===== config.mk =====
export PLATFORM = sky130hd
export DESIGN_NAME = rasr_regs
export DESIGN_NICKNAME = d
export VERILOG_FILES = /design/src/hw/rasr_pkg.sv /design/src/hw/rasr_conv_if.sv /design/src/hw/rasr_decode.sv /design/src/hw/rasr_regs.sv
export VERILOG_INCLUDE_DIRS = /design/src /design/src/hw
export SDC_FILE = /design/constraint.sdc
export NUM_CORES = 1
export LEC_CHECK = 0
export BUFFER_PORTS_ARGS = -buffer_cell sky130_fd_sc_hd__buf_4
export CORE_ASPECT_RATIO = 1.5
export CORE_MARGIN = 5
export CORE_UTILIZATION = 50
export CTS_CLUSTER_SIZE = 10
export DETAILED_ROUTE_END_ITERATION = 16
export PLACE_DENSITY = 0.74
export SYNTH_ARGS = -nofsm -noshare
export SYNTH_HDL_FRONTEND = slang
export SYNTH_SLANG_ARGS = --single-unit

===== constraint.sdc =====
create_clock -name pclk -period 3.1 [get_ports pclk]
set_clock_uncertainty 0.15 [all_clocks]
set_input_delay 0.31 -clock pclk [delete_from_list [all_inputs] [get_ports pclk]]
set_output_delay 0.31 -clock pclk [all_outputs]
set_load 0.01 [all_outputs]

===== src/hw/rasr_defs.svh =====
// Register offsets, field positions and voltage scaling constants for the A-setting bank
`ifndef RASR_DEFS_SVH
`define RASR_DEFS_SVH
`define RASR_OFF_PROC 8'hA5
`define RASR_OFF_MEM 8'hA6
`define RASR_OFF_IO 8'hA7
`define RASR_OFF_PERI 8'hA8
`define RASR_OFF_RSVD1 8'hA9
`define RASR_OFF_RSVD2 8'hAA
`define RASR_OFF_LDO 8'hAB
`define RASR_SLEEP_BIT 7
`define RASR_CODE_MSB 6
`define RASR_RESET_VAL 8'h00
`define RASR_PROC_BASE_MV 16'h0212
`define RASR_PROC_STEP_MV 16'h000a
`define RASR_BUCK_BASE_MV 16'h0320
`define RASR_BUCK_STEP_MV 16'h0014
`define RASR_LDO_BASE_MV 16'h0384
`define RASR_LDO_STEP_MV 16'h0014
`define RASR_ADDR_LSB 2
`endif


===== src/hw/rasr_pkg.sv =====
// Types shared by the A-setting register bank
package rasr_pkg;
   typedef logic [7:0] rasr_reg_t;
   typedef logic [15:0] rasr_mv_t;
   typedef enum logic {rasr_sync_t_sync, rasr_sync_t_sleep} rasr_op_t;
endpackage


===== src/hw/rasr_conv_if.sv =====
// Bundle carrying one regulator's setting from the bank to its decoder
`timescale 1ns/100ps
interface rasr_conv_if;
   rasr_pkg::rasr_reg_t setting;
   logic sleep;
   rasr_pkg::rasr_mv_t millivolts;
   modport bank (output setting, input sleep, input millivolts);
   modport dec (input setting, output sleep, output millivolts);
endinterface


===== src/hw/rasr_decode.sv =====
// Turns one setting register into a sleep select and a target voltage in millivolts
`timescale 1ns/100ps
`include "rasr_defs.svh"
module rasr_decode #(
   parameter logic [15:0] BASE_MV = 16'h0320,
   parameter logic [15:0] STEP_MV = 16'h0014
) (
   rasr_conv_if.dec conv
);
   logic [6:0] code;
   assign code = conv.setting[`RASR_CODE_MSB:0];
   assign conv.sleep = conv.setting[`RASR_SLEEP_BIT];
   assign conv.millivolts = 16'(BASE_MV + STEP_MV * {9'h000, code});
endmodule


===== src/hw/rasr_regs.sv =====
// APB register bank holding the A settings of four bucks and one linear regulator
//
// The APB interface to the registers was left to the implementer.
`timescale 1ns/100ps
`include "rasr_defs.svh"
module rasr_regs (
   input wire logic pclk,
   input wire logic presetn,
   input wire logic psel,
   input wire logic penable,
   input wire logic pwrite,
   input wire logic [11:0] paddr,
   input wire logic [31:0] pwdata,
   input wire logic [3:0] pstrb,
   output logic [31:0] prdata,
   output logic pready,
   output logic pslverr,
   output logic [4:0] sleep_sel_a,
   output logic [6:0] processor_buck_voltage_code_a,
   output logic [6:0] memory_buck_voltage_code_a,
   output logic [6:0] io_buck_voltage_code_a,
   output logic [6:0] peripheral_buck_voltage_code_a,
   output logic [6:0] linear_reg_three_voltage_code_a,
   output logic [15:0] processor_buck_mv,
   output logic [15:0] memory_buck_mv,
   output logic [15:0] io_buck_mv,
   output logic [15:0] peripheral_buck_mv,
   output logic [15:0] linear_reg_three_mv
);
   localparam int NREG = 7;
   rasr_pkg::rasr_reg_t regs [NREG];
   logic [7:0] index;
   logic hit;
   logic wr_ok;
   logic rd_ok;
   logic [2:0] slot;
   rasr_pkg::rasr_reg_t next_rdata;

   // Printed offsets are register indices; byte address is four times the index
   assign index = paddr[9:2];
   assign hit = (paddr[1:0] == 2'b00) && (paddr[11:10] == 2'b00)
      && (index >= `RASR_OFF_PROC) && (index <= `RASR_OFF_LDO);
   assign slot = 3'(index - `RASR_OFF_PROC);
   assign wr_ok = psel && penable && pwrite && hit;
   assign rd_ok = psel && !penable && !pwrite && hit;

   always_comb begin
      next_rdata = 8'h00;
      if (hit) begin
         next_rdata = regs[slot];
      end
   end

   // Reserved slots are plain storage: written and read back, wired to nothing
   always_ff @(posedge pclk or negedge presetn) begin
      if (!presetn) begin
         for (int i = 0; i < NREG; i++) begin
            regs[i] <= `RASR_RESET_VAL;
         end
      end else if (wr_ok && pstrb[0]) begin
         regs[slot] <= pwdata[7:0];
      end
   end

   // Zero-wait slave: data captured in setup, answered in the first access cycle
   always_ff @(posedge pclk or negedge presetn) begin
      if (!presetn) begin
         prdata <= 32'h0000_0000;
      end else if (psel && !penable) begin
         prdata <= rd_ok ? {24'h00_0000, next_rdata} : 32'h0000_0000;
      end
   end

   always_ff @(posedge pclk or negedge presetn) begin
      if (!presetn) begin
         pready <= 1'b0;
         pslverr <= 1'b0;
      end else begin
         pready <= psel && !penable;
         pslverr <= psel && !penable && !hit;
      end
   end

   rasr_conv_if conv_proc ();
   rasr_conv_if conv_mem ();
   rasr_conv_if conv_io ();
   rasr_conv_if conv_peri ();
   rasr_conv_if conv_ldo ();
   assign conv_proc.setting = regs[0];
   assign conv_mem.setting = regs[1];
   assign conv_io.setting = regs[2];
   assign conv_peri.setting = regs[3];
   assign conv_ldo.setting = regs[6];

   rasr_decode #(.BASE_MV(`RASR_PROC_BASE_MV), .STEP_MV(`RASR_PROC_STEP_MV)) u_proc (.conv(conv_proc));
   rasr_decode #(.BASE_MV(`RASR_BUCK_BASE_MV), .STEP_MV(`RASR_BUCK_STEP_MV)) u_mem (.conv(conv_mem));
   rasr_decode #(.BASE_MV(`RASR_BUCK_BASE_MV), .STEP_MV(`RASR_BUCK_STEP_MV)) u_io (.conv(conv_io));
   rasr_decode #(.BASE_MV(`RASR_BUCK_BASE_MV), .STEP_MV(`RASR_BUCK_STEP_MV)) u_peri (.conv(conv_peri));
   rasr_decode #(.BASE_MV(`RASR_LDO_BASE_MV), .STEP_MV(`RASR_LDO_STEP_MV)) u_ldo (.conv(conv_ldo));

   // Outputs registered so the regulators see a clean, glitch-free setting
   always_ff @(posedge pclk or negedge presetn) begin
      if (!presetn) begin
         sleep_sel_a <= 5'h00;
      end else begin
         sleep_sel_a[0] <= conv_proc.sleep;
         sleep_sel_a[1] <= conv_mem.sleep;
         sleep_sel_a[2] <= conv_io.sleep;
         sleep_sel_a[3] <= conv_peri.sleep;
         sleep_sel_a[4] <= conv_ldo.sleep;
      end
   end

   always_ff @(posedge pclk or negedge presetn) begin
      if (!presetn) begin
         processor_buck_voltage_code_a <= 7'h00;
         memory_buck_voltage_code_a <= 7'h00;
         io_buck_voltage_code_a <= 7'h00;
         peripheral_buck_voltage_code_a <= 7'h00;
         linear_reg_three_voltage_code_a <= 7'h00;
      end else begin
         processor_buck_voltage_code_a <= regs[0][`RASR_CODE_MSB:0];
         memory_buck_voltage_code_a <= regs[1][`RASR_CODE_MSB:0];
         io_buck_voltage_code_a <= regs[2][`RASR_CODE_MSB:0];
         peripheral_buck_voltage_code_a <= regs[3][`RASR_CODE_MSB:0];
         linear_reg_three_voltage_code_a <= regs[6][`RASR_CODE_MSB:0];
      end
   end

   always_ff @(posedge pclk or negedge presetn) begin
      if (!presetn) begin
         processor_buck_mv <= `RASR_PROC_BASE_MV;
         memory_buck_mv <= `RASR_BUCK_BASE_MV;
         io_buck_mv <= `RASR_BUCK_BASE_MV;
         peripheral_buck_mv <= `RASR_BUCK_BASE_MV;
         linear_reg_three_mv <= `RASR_LDO_BASE_MV;
      end else begin
         processor_buck_mv <= conv_proc.millivolts;
         memory_buck_mv <= conv_mem.millivolts;
         io_buck_mv <= conv_io.millivolts;
         peripheral_buck_mv <= conv_peri.millivolts;
         linear_reg_three_mv <= conv_ldo.millivolts;
      end
   end
endmodule


==> flow_summary.toml, run 1 <==
[outcome]
status = "completed"

[final_layout]
antenna_cells = 0
areaGrowthSynthToFinish_pct = 21.7
drive_gt1_share_pct = 31.2
nets_final = 923
mostFrequentLayoutCells = "buf_4 (142), dfrtp_1 (139), ha_1 (57)"
most_common_cell_after_layout_fill_and_taps_aside = "buf_4"
finish.cell_count_without_fillers = 1024
fillCellCount = 1308

[setup_path]
critPathCaptureType = "flip-flop"
critical_path.max_stage_delay_ps = 490
timing.critical_path.max_delay_family = "adder cells"
cp.buffers_inverters = 0
crit_required_ps = 3250
timing.critical_path.arrival_ps = 3130
critical_path.startpoint_type = "flip-flop"
worst_path_max_delay_cell = "fa_1"
critPathMaxFanout = 5
path_class = "flip-flop to flip-flop"
cp_cell_sequence = "ha_1, ha_1, fa_1, ha_1, a21oi_1, o21ai_0, a21oi_1, a21oi_1, o311a_1"

[yosys]
post_synth_instance_area_sq_mm = 0.00784
ys.flop_type = "dfrtp_1"
post_synth_num_cell_types = 58
seq_cells_post_synth = 155
synthesis.instances = 666
ys_seq_area_share_pct = 49.7
synth-edff-count = 0
postSynth.asyncResetShare_pct = 100
yosys_warnings = 0
postSynthAreaPerCell_sq_um = 11.8

[timing]
unrepaired_setup_endpoints_after_global_routing = "false"
achievable-frequency_mhz = 336
setup_tns_ps = 0
min_period_over_period_pct = 96.1
max_slew.worst_pin.slew_ps = 1060
layout_min_cycle_time_ps = 2980
max_slew_margin_pct = 28.8
final-max-slew-violation-count = 0
hold_viol_final = 0
setup-violations-final = 0

[global_routing]
gr-usage-all-layers_pct = 19.9
grt_pass1_wl_um = 29000
grt.overflow.total = 0
pin_count_of_the_biggest_net_entering_global_routing = 77
antenna_found_initial = 0
first_global_vias = 5771

[placement]
finalWeightedCongestion = 0.865
hpwlAfterDp_um = 13300
numPortBuffers = 130
place.detailed.instances = 991

[clock_tree]
ctsRootBufferMaster = "clkbuf_16"
maximum_buffer_depth_of_the_clock_tree = 2
tritoncts = "done"
clkSinkCount = 155
insertion_delay_to_the_later_sink_of_the_worst_skew_pair_ps = 420
clkTransAtPathRegs_ps = 60
cts_inserted_buffers = 17
cts-htree-levels = 4

[pwr]
power_density_mw_per_mm2 = 461
cellLeakagePower_nw = 5.04
vdd_drop_max_mv = 0.287

[floorplan]
ios = 207
area_of_the_die_sq_mm = 0.0183
die_width_um = 112
core_area_sq_mm = 0.0156
initial_core_util_pct = 50.4
die-height_um = 163
std_cell_rows = 56

[flow_run]
maxCapViolCount = 0

[route]
postRouteAntennaNets = 0
vias = 5413
viasPerCell = 5.29
drtIter0Drc = 198
totalWireLength_um = 17700
avgRoutedWirePerCell_um = 17.3
dr.pass1.iters = 4
drcViolationCount = 0

[hold_path]
worst_hold_path_type = "input port to flip-flop"
-- worst register-to-register path, stage by stage, from the launching register on --
cell     delay, ps
dfrtp_1        440
ha_1           320
ha_1           250
fa_1           490
ha_1           220
a21oi_1        130
o21ai_0         90
a21oi_1        360
a21oi_1        120
o311a_1        300
-- through the flow --
| step | total power [mW] | hold WS [ps] | setup slack, ps | utilization (%) | instance area [sq um] |
|---|---|---|---|---|---|
| 2_1_floorplan | 2.23 | -136 | 357 | - | 8020 |
| 3_3_place_gp | 2.30 | 211 | 163 | 57.3 | 8910 |
| 3_5_place_dp | 2.30 | 230 | 118 | 57.3 | 8910 |
| 4_1_cts | 4.44 | 45.5 | 111 | 61.3 | 9530 |
| 5_1_grt | 4.56 | 53.8 | 21.1 | 61.3 | 9540 |
| 6_report | 4.40 | 64.4 | 122 | 61.3 | 9540 |
-- routing by layer --
layer  wire length [um]  global-route usage (%)
met1               6970                    22.4
met2               9510                    36.9
met3                943                    4.26
met4                294                    6.62
met5                  0                       0
-- cell type report --
type	count	area (sq um)	share of cell area (%)
sequential	155	3900	40.9
multi-input combinational	474	3610	37.8
timing repair buffer	145	1110	11.6
clock buffer	22	474	4.97
tap	203	254	2.66
clock inverter	10	140	1.47
inverter	15	56.3	0.590
-- power by group --
| group | total, mW | switching, mW | internal [mW] | leakage, nW |
|---|---|---|---|---|
| Clock | 2.13 | 0.802 | 1.33 | 0.293 |
| Sequential | 2.03 | 0.00130 | 2.03 | 2.06 |
| Combinational | 0.237 | 0.171 | 0.0652 | 2.69 |
-- state kept, by name (all words and copies together), names as in the netlist --
name	count
prdata	8
processor_buck_mv	11
conv_io.setting	8
memory_buck_mv	9
peripheral_buck_voltage_code_a	7
conv_proc.setting	8
sleep_sel_a	5
memory_buck_voltage_code_a	7
io_buck_voltage_code_a	7
pready	1
regs	16
conv_ldo.setting	8
processor_buck_voltage_code_a	7
conv_mem.setting	8
conv_peri.setting	8
linear_reg_three_mv	11
linear_reg_three_voltage_code_a	7
io_buck_mv	9
pslverr	1
peripheral_buck_mv	9
-- logic make-up after synthesis --
group / count (synthesis) / share of synthesized area [%]
muxes: 65 / 9.18
buffers and inverters: 85 / 6.72
adders and majority gates: 62 / 10.4
and+or+nand+nor: 132 / 9.05
other: 1 / 0.0478
DFF: 155 / 49.7
AOI/OAI and AO/OA: 122 / 9.98
xor gates and xnor gates: 44 / 4.92
-- worst paths after layout --
check	startpoint	to	slack, ps	depth (start not counted)
setup / recovery	conv_io.setting[3]$_DFFE_PN0P_	io_buck_mv[11]$_DFF_PN0_	120	9
hold / removal	pwdata[6]	conv_io.setting[6]$_DFFE_PN0P_	60	3
setup reg to reg	conv_io.setting[3]$_DFFE_PN0P_	io_buck_mv[11]$_DFF_PN0_	120	9
hold reg to reg	conv_mem.setting[7]$_DFFE_PN0P_	sleep_sel_a[1]$_DFF_PN0_	270	0
max in group asynchronous	presetn	memory_buck_mv[9]$_DFF_PN1_	1570	3
min in group asynchronous	presetn	peripheral_buck_voltage_code_a[3]$_DFF_PN0_	330	2
-- cells in the mapped netlist (5+ instances only) --
| master | count | area [sq um] |
|---|---|---|
| inv_1 | 15 | 56.3 |
| buf_4 | 55 | 413 |
| a21oi_1 | 28 | 140 |
| dfstp_2 | 16 | 420 |
| mux2_2 | 53 | 597 |
| a21o_1 | 12 | 90.1 |
| xor2_1 | 17 | 149 |
| nand2b_1 | 8 | 50.1 |
| a211oi_1 | 14 | 105 |
| xnor2_1 | 27 | 236 |
| nand2_1 | 30 | 113 |
| nand3_1 | 14 | 70.1 |
| nor2b_1 | 6 | 37.5 |
| o21ai_0 | 32 | 160 |
| nor3_1 | 12 | 60.1 |
| ha_1 | 57 | 713 |
| fa_1 | 5 | 100 |
| mux2i_1 | 10 | 100 |
| clkbuf_1 | 10 | 37.5 |
| dfrtp_1 | 139 | 3480 |
| nor2_1 | 38 | 143 |
-- timing repair --
action                                  in CTS  in global routing
endpoints found under the setup margin       0                  1
resized for setup                            0                  1
hold buffers                                 1                  0
buffers inserted                             0                  0
hold endpoints to repair                    72                  0
Power figures use the tool's default switching activity.
==> run 2, diff against run 1 <==
--- a/config.mk
+++ b/config.mk
@@ -10,6 +10,7 @@
 export CORE_ASPECT_RATIO = 1.5
 export CORE_MARGIN = 5
 export CORE_UTILIZATION = 50
+export CTS_BUF_LIST = sky130_fd_sc_hd__clkbuf_4
 export CTS_CLUSTER_SIZE = 10
 export DETAILED_ROUTE_END_ITERATION = 16
 export PLACE_DENSITY = 0.74
==> flow_summary.toml, run 2 (synthesized netlist as in run 1, its figures left out) <==
[pwr]
power_density_mw_per_mm2 = 380
cellLeakagePower_nw = 4.93
vdd_drop_max_mv = 0.215

[global_routing]
grt_pass1_wl_um = 28700
antenna_found_initial = 1
grt.overflow.total = 0
gr-usage-all-layers_pct = 19.6
pin_count_of_the_biggest_net_entering_global_routing = 77
first_global_vias = 5717

[placement]
hpwlAfterDp_um = 13300
numPortBuffers = 130
finalWeightedCongestion = 0.865
place.detailed.instances = 991

[setup_path]
cp_cell_sequence = "ha_1, ha_1, fa_1, ha_1, a21oi_1, o21ai_0, a21oi_1, a21oi_1, o311a_1"
path_class = "flip-flop to flip-flop"
critPathMaxFanout = 5
critPathCaptureType = "flip-flop"
worst_path_max_delay_cell = "fa_1"
timing.critical_path.arrival_ps = 3260
crit_required_ps = 3370
critical_path.startpoint_type = "flip-flop"
critical_path.max_stage_delay_ps = 490

[floorplan]
std_cell_rows = 56
ios = 207
core_area_sq_mm = 0.0156
initial_core_util_pct = 50.4
area_of_the_die_sq_mm = 0.0183
die-height_um = 163
die_width_um = 112

[final_layout]
most_common_cell_after_layout_fill_and_taps_aside = "buf_4"
layout.core_utilization_pct = 59.8
areaGrowthSynthToFinish_pct = 18.6
drive_gt1_share_pct = 30.8
nets_final = 931
mostFrequentLayoutCells = "buf_4 (142), dfrtp_1 (139), ha_1 (57)"
number_of_flip_flops_in_the_largest_register = 16
top_register = "regs"
reg.largest.list = "regs (16), linear_reg_three_mv (11), processor_buck_mv (11)"
finish.cell_count_without_fillers = 1033
fillCellCount = 1340

[timing]
setup-violations-final = 0
max_slew.worst_pin.slew_ps = 1060
unrepaired_setup_endpoints_after_global_routing = "false"
max_slew_margin_pct = 29.2
final-max-slew-violation-count = 0
min_period_over_period_pct = 96.4
hold_viol_final = 0
setup_tns_ps = 0
achievable-frequency_mhz = 335
layout_min_cycle_time_ps = 2990

[route]
drtIter0Drc = 177
avgRoutedWirePerCell_um = 17.1
postRouteAntennaNets = 0
totalWireLength_um = 17700
drcViolationCount = 0
viasPerCell = 5.30
dr.pass1.iters = 4
vias = 5476

[clock_tree]
clkSinkCount = 155
postCtsSetupRepairBufs = 0
clkTransAtPathRegs_ps = 120
cts-htree-levels = 4
ctsRootBufferMaster = "clkbuf_4"
insertion_delay_to_the_later_sink_of_the_worst_skew_pair_ps = 520
cts_inserted_buffers = 17
maximum_buffer_depth_of_the_clock_tree = 2
tritoncts = "done"

[flow_run]
maxCapViolCount = 0

[hold_path]
worst_hold_path_type = "input port to flip-flop"

[outcome]
status = "completed"
run 2: cell types whose count changed in the layout (fill, tap and decap cells not counted), sizes merged:
cell,previous run,this run
clkbuf,22,19
clkinv,3,6
dlygate4sd3,1,9
diode,0,1
run 2: path summary, 6_finish.rpt:
check                                                start                                           to  slack (ps)  depth (start not counted)
min in group asynchronous                          presetn  peripheral_buck_voltage_code_a[3]$_DFF_PN0_         200                          2
max in group asynchronous                          presetn             linear_reg_three_mv[9]$_DFF_PN1_        1690                          3
hold reg to reg            conv_mem.setting[7]$_DFFE_PN0P_                     sleep_sel_a[1]$_DFF_PN0_         280                          0
setup / recovery            conv_io.setting[3]$_DFFE_PN0P_                     io_buck_mv[11]$_DFF_PN0_         110                          9
setup reg to reg            conv_io.setting[3]$_DFFE_PN0P_                     io_buck_mv[11]$_DFF_PN0_         110                          9
hold / removal                                    paddr[1]                            pslverr$_DFF_PN0_          70                          4
run 2: through the flow:
stage | hold slack, ps | area (sq um) | worst slack, ps | power (mW)
after floorplan | -136 | 8020 | 357 | 2.23
after global placement | 211 | 8910 | 163 | 2.30
after detailed placement | 230 | 8910 | 118 | 2.30
after CTS | 22.3 | 9290 | 106 | 3.58
after global routing | 45.6 | 9300 | 13.1 | 3.69
final | 74.4 | 9300 | 111 | 3.53
run 2: per-layer routing:
| layer | wire length, um | track usage [%] |
|---|---|---|
| met1 | 6880 | 22.3 |
| met2 | 9490 | 36.5 |
| met3 | 1010 | 4.00 |
| met4 | 293 | 6.45 |
| met5 | 0 | 0 |
run 2: critical path, delay by kind of cell, from the launching register on:
kind | cells | cell delay (ps)
flip-flops | 1 | 460
AO/OA/AOI/OAI | 5 | 1000
adder cells (fa/ha/maj) | 4 | 1280
run 2: repair_timing:
action | CTS | global route
gates resized for setup | 0 | 1
endpoints found under the setup margin | 0 | 1
hold endpoints to repair | 128 | 0
hold buffers | 9 | 0
run 2: area by class of cell:
cell class | instances | area [sq um] | area share [%]
flip-flops and latches | 155 | 3900 | 41.9
well taps | 203 | 254 | 2.73
multi-input cells | 474 | 3610 | 38.8
inverters | 15 | 56.3 | 0.605
diodes | 1 | 2.50 | 0.0269
repair buffers | 153 | 1190 | 12.8
clock inverters | 13 | 151 | 1.63
clock buffers | 19 | 143 | 1.53
run 2: report_power, final:
group / leakage (nW) / internal [mW] / switching [mW]
clock network: 0.151 / 0.570 / 0.688
logic: 2.72 / 0.0717 / 0.173
registers: 2.06 / 2.03 / 0.00130
